## src/rtl/padc_defs.svh

```systemverilog
`ifndef PADC_DEFS_SVH
`define PADC_DEFS_SVH
`define PADC_WORD_W 12
`define PADC_LATENCY 6
`define PADC_CODE_MIN 12'h000
`define PADC_CODE_MAX 12'hFFF
`define PADC_SAMPLE_W 13
`define PADC_OE_DRIVE 12'h000
`define PADC_OE_FLOAT 12'hFFF
`endif

```

## src/rtl/padc_pkg.sv

```systemverilog
`include "padc_defs.svh"
package padc_pkg;
	typedef struct packed {
		logic valid;
		logic [`PADC_WORD_W-1:0] word;
	} padc_beat_type;
	typedef enum logic [1:0] {
		PADC_ST_SLEEP = 2'b00,
		PADC_ST_FILL = 2'b01,
		PADC_ST_RUN = 2'b10
	} padc_state_type;
endpackage : padc_pkg

```

## src/rtl/padc_core.sv

```systemverilog
`timescale 1ns/1ps
`include "padc_defs.svh"
// How it works
// - a sample is taken on every rising clock edge while the converter is awake; nothing happens on falling edges.
// - the result for a sample appears on the data pins six clock cycles after its sampling edge if the converter stays awake and capture ready stays high.
// - with output enable low the twelve data pins are driven, with it high they all float.
// - sleep request high puts the converter in low-power mode, low keeps it converting.
// - each result is 12-bit offset binary, bit 0 the least and bit 11 the most significant.
// - inputs below full scale give code 0 and above full scale saturate at 4095, never wrapping.
module padc_core
#(
	parameter int LATENCY = `PADC_LATENCY,
	parameter int W = `PADC_WORD_W
) (
	input wire logic i_sys_clk,
	input wire logic i_rst_n,
	input wire logic signed [`PADC_SAMPLE_W-1:0] i_sample,
	input wire logic i_out_en_n,
	input wire logic i_sleep_request,
	input wire logic i_capture_ready,
	output logic [W-1:0] o_conversion_word,
	output logic [W-1:0] o_conversion_word_oe_n,
	output logic o_word_valid,
	output logic o_sleeping,
	output logic o_stall
);
	import padc_pkg::*;
	// sampling stage plus LATENCY-2 stages; buffer slot and output register make up the rest
	padc_beat_type pipe_q [LATENCY-1];
	padc_state_type state_q;
	padc_state_type state_d;
	logic [3:0] fill_q;
	logic [W-1:0] word_q;
	logic [W-1:0] oe_n_q;
	logic valid_q;
	logic sleeping_q;
	logic stall_q;
	logic [W-1:0] code_clamped;
	logic [W-1:0] code_offset;
	wire active = (state_q != PADC_ST_SLEEP);
	wire buf_ready;
	wire buf_valid;
	wire [W-1:0] buf_data;
	wire buf_pop;
	// signed sample clamp, then offset-binary conversion
	assign code_clamped = (i_sample > 13'sd2047) ? 12'h7FF :
		(i_sample < -13'sd2048) ? 12'h800 : i_sample[W-1:0];
	assign code_offset = {~code_clamped[W-1], code_clamped[W-2:0]};
	assign buf_pop = buf_valid && i_capture_ready;
	// sampling stage: rising edge only, and only when awake
	always_ff @(posedge i_sys_clk)
	begin
		if (!i_rst_n)
			pipe_q[0] <= '0;
		else
			pipe_q[0] <= '{valid: active, word: code_offset};
	end
	genvar g;
	generate
		for (g = 1; g < LATENCY - 1; g++)
		begin : g_pipe
			always_ff @(posedge i_sys_clk)
			begin
				if (!i_rst_n)
					pipe_q[g] <= '0;
				else
					pipe_q[g] <= '{valid: pipe_q[g-1].valid && active, word: pipe_q[g-1].word};
			end
			property p_stage;
				@(posedge i_sys_clk) disable iff (!i_rst_n)
				1'b1 |=> (pipe_q[g].word == $past(pipe_q[g-1].word))
					&& (!pipe_q[g].valid || $past(pipe_q[g-1].valid));
			endproperty
			a_stage: assert property (p_stage) else $error("pipeline stage skipped or repeated");
		end
	endgenerate
	always_comb
	begin
		state_d = state_q;
		case (state_q)
			PADC_ST_SLEEP: if (!i_sleep_request) state_d = PADC_ST_FILL;
			PADC_ST_FILL: if (i_sleep_request) state_d = PADC_ST_SLEEP;
				else if (fill_q == 4'(LATENCY - 1)) state_d = PADC_ST_RUN;
			PADC_ST_RUN: if (i_sleep_request) state_d = PADC_ST_SLEEP;
			default: state_d = PADC_ST_SLEEP;
		endcase
	end
	always_ff @(posedge i_sys_clk)
	begin
		if (!i_rst_n)
		begin
			state_q <= PADC_ST_SLEEP;
			fill_q <= 4'd0;
		end
		else
		begin
			state_q <= state_d;
			fill_q <= (state_q == PADC_ST_FILL) ? fill_q + 4'd1 : 4'd0;
		end
	end
	padc_skid #(
		.WIDTH(W)
	) u_buf (
		.i_sys_clk(i_sys_clk),
		.i_rst_n(i_rst_n),
		.i_valid(pipe_q[LATENCY-2].valid),
		.i_data(pipe_q[LATENCY-2].word),
		.o_ready(buf_ready),
		.o_valid(buf_valid),
		.o_data(buf_data),
		.i_ready(i_capture_ready)
	);
	// output register: word holds when no new word is popped
	always_ff @(posedge i_sys_clk)
	begin
		if (!i_rst_n)
		begin
			word_q <= `PADC_CODE_MIN;
			oe_n_q <= `PADC_OE_FLOAT;
			valid_q <= 1'b0;
			sleeping_q <= 1'b1;
			stall_q <= 1'b0;
		end
		else
		begin
			if (buf_pop)
				word_q <= buf_data;
			valid_q <= buf_pop;
			oe_n_q <= i_out_en_n ? `PADC_OE_FLOAT : `PADC_OE_DRIVE;
			sleeping_q <= i_sleep_request;
			stall_q <= !buf_ready;
		end
	end
	assign o_conversion_word = word_q;
	assign o_conversion_word_oe_n = oe_n_q;
	assign o_word_valid = valid_q;
	assign o_sleeping = sleeping_q;
	assign o_stall = stall_q;
	property p_latency;
		@(posedge i_sys_clk) disable iff (!i_rst_n)
		(!i_sleep_request && active && buf_ready && !buf_valid && i_capture_ready) [*1] ##0
		(!i_sleep_request && active && i_capture_ready) [*7]
		|-> ##0 $past(code_offset, 7) == word_q || !valid_q;
	endproperty
	a_latency: assert property (p_latency) else $error("word not six cycles after sample");
	property p_oe;
		@(posedge i_sys_clk) disable iff (!i_rst_n)
		##1 (oe_n_q == ($past(i_out_en_n) ? 12'hFFF : 12'h000));
	endproperty
	a_oe: assert property (p_oe) else $error("output enable mismatch");
	property p_sleep;
		@(posedge i_sys_clk) disable iff (!i_rst_n)
		i_sleep_request |=> (state_q == PADC_ST_SLEEP) ##1 !pipe_q[0].valid;
	endproperty
	a_sleep: assert property (p_sleep) else $error("sleep not entered");
	property p_sat_hi;
		@(posedge i_sys_clk) disable iff (!i_rst_n)
		(i_sample > 13'sd2047 && active) |=> pipe_q[0].word == 12'hFFF;
	endproperty
	a_sat_hi: assert property (p_sat_hi) else $error("over range not 4095");
	property p_sat_lo;
		@(posedge i_sys_clk) disable iff (!i_rst_n)
		(i_sample < -13'sd2048) |=> pipe_q[0].word == 12'h000;
	endproperty
	a_sat_lo: assert property (p_sat_lo) else $error("under range not 0");
	property p_fmt;
		@(posedge i_sys_clk) disable iff (!i_rst_n)
		(i_sample == 13'sd0) |=> pipe_q[0].word == 12'h800;
	endproperty
	a_fmt: assert property (p_fmt) else $error("midscale not offset binary");
	property p_rise;
		@(posedge i_sys_clk) disable iff (!i_rst_n)
		(active && !i_sleep_request) |=> pipe_q[0].valid;
	endproperty
	a_rise: assert property (p_rise) else $error("sample missed on rising edge");
	property p_hold;
		@(posedge i_sys_clk) disable iff (!i_rst_n)
		!buf_pop |=> $stable(word_q);
	endproperty
	a_hold: assert property (p_hold) else $error("word changed without pop");
	// every pop shows one edge later as a one-cycle strobe carrying that word
	property p_valid_pulse;
		@(posedge i_sys_clk) disable iff (!i_rst_n)
		buf_pop |=> valid_q && (word_q == $past(buf_data));
	endproperty
	a_valid_pulse: assert property (p_valid_pulse) else $error("popped word not presented");
	property p_valid_idle;
		@(posedge i_sys_clk) disable iff (!i_rst_n)
		!buf_pop |=> !valid_q;
	endproperty
	a_valid_idle: assert property (p_valid_idle) else $error("strobe without a popped word");
	property p_oe_drive;
		@(posedge i_sys_clk) disable iff (!i_rst_n)
		!i_out_en_n |=> oe_n_q == `PADC_OE_DRIVE;
	endproperty
	a_oe_drive: assert property (p_oe_drive) else $error("data pins not driven");
	property p_sleep_flag;
		@(posedge i_sys_clk) disable iff (!i_rst_n)
		1'b1 |=> sleeping_q == $past(i_sleep_request);
	endproperty
	a_sleep_flag: assert property (p_sleep_flag) else $error("sleep flag does not follow request");
	// wake goes through the refill state before steady running
	property p_wake;
		@(posedge i_sys_clk) disable iff (!i_rst_n)
		(state_q == PADC_ST_SLEEP && !i_sleep_request) |=> state_q == PADC_ST_FILL;
	endproperty
	a_wake: assert property (p_wake) else $error("no wake after sleep released");
	property p_refill;
		@(posedge i_sys_clk) disable iff (!i_rst_n)
		(state_q == PADC_ST_FILL && !i_sleep_request && fill_q == 4'(LATENCY - 1)) |=> state_q == PADC_ST_RUN;
	endproperty
	a_refill: assert property (p_refill) else $error("refill did not end");
	property p_dormant;
		@(posedge i_sys_clk) disable iff (!i_rst_n)
		(state_q == PADC_ST_SLEEP) |=> !pipe_q[0].valid;
	endproperty
	a_dormant: assert property (p_dormant) else $error("sample taken while asleep");
	// in-range samples map to offset binary by adding half scale
	property p_in_range;
		@(posedge i_sys_clk) disable iff (!i_rst_n)
		(i_sample <= 13'sd2047 && i_sample >= -13'sd2048) |=> pipe_q[0].word == 12'($past(i_sample) + 13'sd2048);
	endproperty
	a_in_range: assert property (p_in_range) else $error("in-range code not offset binary");
endmodule : padc_core

```

## src/rtl/padc_skid.sv

```systemverilog
`timescale 1ns/1ps
`include "padc_defs.svh"
// two-entry buffer; accepts while at least one slot is free
module padc_skid #(
	parameter int WIDTH = `PADC_WORD_W
) (
	input wire logic i_sys_clk,
	input wire logic i_rst_n,
	input wire logic i_valid,
	input wire logic [WIDTH-1:0] i_data,
	output logic o_ready,
	output logic o_valid,
	output logic [WIDTH-1:0] o_data,
	input wire logic i_ready
);
	logic [WIDTH-1:0] mem_q [2];
	logic rd_q;
	logic wr_q;
	logic [1:0] cnt_q;
	wire push = i_valid && o_ready;
	wire pop = o_valid && i_ready;
	assign o_ready = (cnt_q != 2'd2);
	assign o_valid = (cnt_q != 2'd0);
	assign o_data = mem_q[rd_q];
	always_ff @(posedge i_sys_clk)
	begin
		if (!i_rst_n)
		begin
			rd_q <= 1'b0;
			wr_q <= 1'b0;
			cnt_q <= 2'd0;
		end
		else
		begin
			if (push)
				wr_q <= ~wr_q;
			if (pop)
				rd_q <= ~rd_q;
			cnt_q <= cnt_q + {1'b0, push} - {1'b0, pop};
		end
	end
	always_ff @(posedge i_sys_clk)
	begin
		if (push)
			mem_q[wr_q] <= i_data;
	end
	property p_no_overflow;
		@(posedge i_sys_clk) disable iff (!i_rst_n)
		cnt_q <= 2'd2;
	endproperty
	a_no_overflow: assert property (p_no_overflow) else $error("buffer count above two");
endmodule : padc_skid

```

## config.mk

```make
export PLATFORM = sky130hd
export DESIGN_NAME = padc_core
export DESIGN_NICKNAME = d
export VERILOG_FILES = /design/src/rtl/padc_pkg.sv /design/src/rtl/padc_core.sv /design/src/rtl/padc_skid.sv
export VERILOG_INCLUDE_DIRS = /design/src /design/src/rtl
export SDC_FILE = /design/constraint.sdc
export NUM_CORES = 1
export LEC_CHECK = 0
export BUFFER_PORTS_ARGS = -buffer_cell sky130_fd_sc_hd__buf_2
export CORE_ASPECT_RATIO = 2
export CORE_MARGIN = 10
export CORE_UTILIZATION = 45
export CTS_CLUSTER_DIAMETER = 120
export DETAILED_ROUTE_END_ITERATION = 16
export GPL_TIMING_DRIVEN = 0
export PLACE_DENSITY = 0.62
export SLEW_MARGIN = 10
export SYNTH_ARGS = -nofsm -noshare
export SYNTH_HDL_FRONTEND = slang
export SYNTH_SLANG_ARGS = --single-unit
```

## constraint.sdc

```tcl
create_clock -name i_sys_clk -period 2.3 [get_ports i_sys_clk]
set_input_delay 0.345 -clock i_sys_clk [delete_from_list [all_inputs] [get_ports i_sys_clk]]
set_output_delay 0.345 -clock i_sys_clk [all_outputs]
set_load 0.05 [all_outputs]
```

* Yosys cells after proc, flatten, opt, wreduce, memory -nomap -nowiden
Memory sizes are Yosys's and may differ from the RTL's. A register that Yosys moved wholly into a read port is not among the register bits.
Cells that the tools add are included.
W data, S select, Z words.
** Storage, ports and cells
- Register bits :: 25
- Memory bits (writable) :: 89
- Input port bits :: 18
- Memories kept :: 2
** Cells by class
- Add/sub/neg operators :: 3
- Magnitude comparators :: 2
- Eq/ne operators :: 7
- Multiplexer cells :: 17
- Bitwise operators :: 8
- Reductions and logical operators :: 13
** Memory list
- pipe_q :: depth 5, width 13, read ports 5, clocked after memory_dff 0, write ports 5, RTL line padc_core.sv:29 : padc_beat_type pipe_q [LATENCY-1];
- u_buf.mem_q :: depth 2, width 12, read ports 1, clocked after memory_dff 1, write ports 1, RTL line padc_skid.sv:16 : logic [WIDTH-1:0] mem_q [2];
** Operators with widths (number)
- $mux W13 :: 5
- $mux W12 :: 3
- $gt A13 B12 Y1 const B :: 1
- $lt A13 B12 Y1 const B :: 1
- $mux W2 :: 4
- $logic_and A1 B1 Y1 :: 6
- $ne A2 B2 Y1 const B :: 3
- $pmux W2 S3 :: 1
- $or A1 B1 Y1 :: 5
- $add A4 B1 Y4 const B :: 1
- $eq A4 B3 Y1 const B :: 1
- $mux W1 :: 4
- $reduce_bool A2 Y1 :: 2
- $ne A3 B3 Y1 const B :: 1
- $not A1 Y1 :: 3
- $reduce_and A3 Y1 :: 1
- $add A2 B1 Y2 :: 1
- $eq A2 B1 Y1 const B :: 1
- $eq A2 B2 Y1 const B :: 1
- $logic_not A1 Y1 :: 2
- $logic_not A2 Y1 :: 1
- $reduce_and A2 Y1 :: 1
- $sub A2 B1 Y2 :: 1

* Depth between registers and ports, before layout
- Depth after elaboration :: 5
- Mapped depth :: 9
- Gate-level depth less buffers :: 7

* Modules after synthesis
From an unflattened synthesis, not the netlist that was laid out.
** Unflattened totals
- Cells, all modules :: 307
- Area total of the unflattened synthesis :: 3846.2 um^2
** Modules (own cells, without submodules)
- padc_core :: times used 1, cells an instance 246, area an instance 2747.6 um^2, seq. area each 1741.7 um^2
- padc_skid :: times used 1, cells an instance 61, area an instance 1098.6 um^2, seq. area each 820.8 um^2

* Worst setup path after synthesis
OpenSTA, ideal clock, no wires.
- Path type :: register to register
- From :: reg u_buf.cnt_q[1]
- To :: reg u_buf.cnt_q[1]
- Library setup time :: 78 ps
- Arrival :: 1616 ps
- Slack :: 607 ps
- Cell stages (with the launch flop) :: 10
- Clock period less this slack :: 1693 ps
- Path through :: dfxtp_1 o21a_1 buf_6 buf_6 ha_1 inv_1 ha_1 xor2_1 and2_1 nor3_1
** Between the ends
- Elaborated cells between the ends (all ways) :: 6
- Classes of those cells :: 2 x add/sub; 1 x eq/ne; 3 x reduce/logical
** RTL lines
- start: declaration :: RTL line padc_skid.sv:19 : logic [1:0] cnt_q;
- start signal: assignment :: RTL line padc_skid.sv:39 : cnt_q <= cnt_q + {1'b0, push} - {1'b0, pop};
- $reduce_bool A2 Y1 :: RTL line padc_skid.sv:23 : assign o_valid = (cnt_q != 2'd0);
- $logic_and A1 B1 Y1
- named net buf_pop :: RTL line padc_core.sv:44 : wire buf_pop;
- $sub A2 B1 Y2 :: RTL line padc_skid.sv:39
The timed path passes the listed nets, and every way through them passes these cells.
A chain may end at the register's enable or synchronous reset.

* Worst setup path in the final report
- From :: reg u_buf.cnt_q[0]
- To :: mem u_buf.mem_q[0][1] (netlist name), enable pin
** Between the ends
- Word-level cells in the longest chain between the ends :: 4
** RTL lines
- $ne A2 B2 Y1 :: RTL line padc_skid.sv:22 : assign o_ready = (cnt_q != 2'd2);
- $logic_and A1 B1 Y1 :: RTL line padc_skid.sv:20 : wire push = i_valid && o_ready;
- named net u_buf.push :: RTL line padc_skid.sv:20
- $mux W1 :: RTL line padc_skid.sv:44 : if (push)
- $mux W1 (implied by the code) :: RTL line padc_skid.sv:45 : mem_q[wr_q] <= i_data;
- end: declaration :: RTL line padc_skid.sv:16
The timed path passes the listed nets, and every way through them passes these cells.

==> key figures <==
Layout
  • Area grow syn2layout: 25.46%
  • Commonest cells after routing, fill and taps aside: dfxtp_1, and2_1, buf_2, edfxtp_1, nor2_1
  • Diodes inserted: 0
  • Layout cells sized above 1: 26.63%
  • Nets: 392
  • Filler cells: 713
  • Commonest non-fill, non-tap cell in the layout: dfxtp_1

Drt
  • Antenna Nets Post-Route: 0
  • Via density per instance: 4.586
  • # DRC: 0
  • WL per Instance: 12.68 um
  • DRT iter0 DRCs: 68
  • Via Count: 2206
  • DR pass1 iterations: 6
  • DRT Wirelength: 6101 um

Timing
  • Period minus WS final: 1.937 ns
  • Worst-Margin Slew: 1.013 ns
  • Final Hold Viols: 0
  • RSZ-0062 raised after global routing: false
  • Achievable frequency: 516.3 MHz
  • Final Max Tran Viols: 0
  • Crit share post-route: 84.22%
  • Final hold slack: 0.1288 ns
  • Post-Route Setup TNS: 0 ns
  • # setup viols final: 0
  • Final worst slack: 0.3630 ns
  • Max-slew headroom: 32.34%
  • Clock skew: 0.006341 ns

Clocking
  • Worst-case clock buffer depth: 2
  • Clock Sinks: 115
  • CTS tree: done
  • Post-cts sizing count: 0
  • Setup Fix Bufs, Post-CTS: 0
  • Number of H-tree levels: 4
  • Inserted Clock Buffers: 17
  • Clock root buffer master: clkbuf_16
  • CTS Hold Buffers Added: 0
  • Clk_lat worst skew: 0.40 ns
  • CTS clock-pin slew for the worst setup and hold paths: 0.05 ns

Setup path
  • Start of the worst register-to-register path: u_buf.cnt_q[0]
  • Reg2Reg Depth: 3
  • Critical Path AT: 1.95 ns
  • Register-to-register setup slack: 0.36 ns
  • Crit path capture type: flip-flop
  • Reg2reg end: u_buf.mem_q[0][1]
  • Critical Path RT: 2.31 ns
  • Crit path buf inv count: 0
  • CP Depth: 3
  • Worst path cell trace: nand2b_1 -> and2_1 -> nor2b_1
  • Critical Path Source Type: flip-flop
  • Worst path slowest cell: nor2b_1
  • Delay-heaviest family, CP: simple AND/OR/NAND/NOR gates
  • Max FO, Critical Path: 12
  • WS Path Type: flip-flop to flip-flop
  • CP max stage delay: 0.81 ns

Global routing
  • First-pass GRT wire length: 10530 um
  • Gr ovfl total: 0
  • Initial antenna violation count: 0
  • Largest net degree at the start of global routing: 17
  • Vias in the first global route: 2306
  • Total Routing Usage GR: 10.65%

Power and ir drop
  • Internal: 4171 uW
  • Combinational share of power: 8.3%
  • Clock Power Share: 51.2%
  • Sw frac: 21.64%
  • Leak: 0.001966 uW
  • VDD IR max: 0.7799 mV
  • Power Dens Cells: 1121 nW/um^2
  • Net switching power: 1152 uW
  • Seq pwr share: 40.5%

Floorplan
  • Die Height: 149.7 um
  • Site row count: 47
  • Starting Density: 45.96%
  • Floorplan Core Area: 8233 um^2
  • # IOs: 45
  • Die area: 12700 um^2
  • DIE WIDTH: 84.84 um

Synthesis
  • Sequential share of the synthesized area: 67.20%
  • Post-synthesis cell type count: 28
  • Mapped Cells: 307
  • #FFs+latches synth: 115
  • Synth top area share: 48.15%
  • Syn. warnings: 0
  • Post-synth top area cell: dfxtp_1
  • Cell Area, Synth: 3784 um^2
  • Asr flop ratio synth: 0%
  • Syn nets: 329
  • Post-synth EDFFs: 24
  • Area contributors post-synth: dfxtp_1, edfxtp_1, and2_1
  • Avg Inst Size Synth: 12.32 um^2
  • Post-synth top flop: dfxtp_1

Min path
  • Min-delay src: i_out_en_n
  • Worst Hold Class: input port to flip-flop
  • Hold Path Cell Cnt: 2
  • Hold EP: o_conversion_word_oe_n[10]

Place
  • DP HPWL: 4284 um
  • Post-place setup slack: 0.2980 ns
  • Gp weighted congestion: 0.6927
  • Port Buf Inserts: 44

Status
  • Status: completed

Flow run
  • Max cap viols: 0
-- flip-flops by register name (all words and copies together), names as in the netlist --
register / cells
u_buf.rd_q: 1
o_word_valid: 1
pipe_q: 65
o_sleeping: 1
o_stall: 1
u_buf.mem_q: 24
u_buf.wr_q: 1
u_buf.cnt_q: 2
state_q: 2
o_conversion_word_oe_n: 1
fill_q: 4
o_conversion_word: 12
-- per-stage QoR --
| stage | utilization [%] | instances | total power [uW] | cell area (um^2) |
|---|---|---|---|---|
| 6_report | 57.66 | 481 | 5323 | 4747 |
| 5_1_grt | 57.66 | 481 | 5525 | 4747 |
| 4_1_cts | 57.66 | 481 | 5387 | 4747 |
| 3_5_place_dp | 50.12 | 449 | 2647 | 4126 |
| 3_3_place_gp | 50.12 | 449 | 2636 | 4126 |
| 2_1_floorplan | - | 307 | 2540 | 3784 |
-- worst register-to-register path, cell delays in order, from the launching register on --
cell      delay (ns)
dfxtp_1         0.34
nand2b_1        0.20
and2_1          0.20
nor2b_1         0.81
-- synth_stat cells (2+ instances only) --
cell / instances
buf_2: 3
mux2i_1: 12
nor3_1: 2
and2_1: 56
o21ai_0: 2
ha_1: 4
inv_2: 2
a21oi_1: 12
nand2_1: 12
a211oi_2: 12
o21ai_1: 10
nand2b_1: 5
buf_6: 4
xnor2_1: 2
edfxtp_1: 24
xor2_1: 2
inv_1: 3
nor2_1: 22
buf_4: 11
clkbuf_1: 9
dfxtp_1: 91
-- per-layer routing --
metal,up-vias,part of all wire [%],wire [um],track usage [%]
met4,0,2.5,152,7.119
met1,1011,35,2160,8.908
li1,1133,-,-,-
met5,-,0,0,0
met3,12,4.4,268,4.573
met2,50,58,3520,19.50
-- how the worst max path moves through the flow --
stage,end,slack [ns],start
2_1_floorplan,u_buf.cnt_q[1],0.61,u_buf.cnt_q[1]
3_3_place_gp,u_buf.mem_q[0][0],0.30,u_buf.cnt_q[0]
3_5_place_dp,u_buf.mem_q[0][11],0.30,u_buf.cnt_q[0]
4_1_cts,u_buf.mem_q[0][11],0.28,u_buf.cnt_q[0]
5_1_grt,u_buf.mem_q[0][10],0.19,u_buf.cnt_q[0]
6_report,u_buf.mem_q[0][1],0.36,u_buf.cnt_q[0]
-- logic make-up (layout without fill, tap and decap cells) --
| kind of cell | Yosys count | count (layout) | share of synthesized area, % |
|---|---|---|---|
| AO/OA/AOI/OAI | 37 | 37 | 7.341 |
| XOR/XNOR | 4 | 4 | 0.9261 |
| adder cells (fa/ha/maj) | 4 | 4 | 1.323 |
| buffers and inverters | 32 | 108 | 5.159 |
| flip-flops | 115 | 115 | 67.20 |
| multiplexers | 12 | 12 | 3.175 |
| AND/OR/NAND/NOR | 103 | 103 | 14.88 |
-- cell type report --
| cell class | instances | area (um^2) | area share, % |
|---|---|---|---|
| buffer | 27 | 176.4 | 3.716 |
| inverter | 5 | 18.77 | 0.3954 |
| timing repair buffer | 44 | 220.2 | 4.639 |
| clock inverter | 14 | 191.4 | 4.033 |
| sequential | 115 | 2542 | 53.56 |
| clock buffer | 18 | 429.2 | 9.041 |
| multi-input combinational | 160 | 1046 | 22.03 |
| tap | 98 | 122.6 | 2.583 |
-- power by group through the flow --
stage	Sequential, uW	Clock, uW	Combinational (uW)
after floorplan	2300	0	240
after global placement	2200	0	441
after detailed placement	2200	0	447
after CTS	2160	2780	450
after global routing	2160	2880	483
final	2160	2720	440
(Power assumes the default switching activity.)
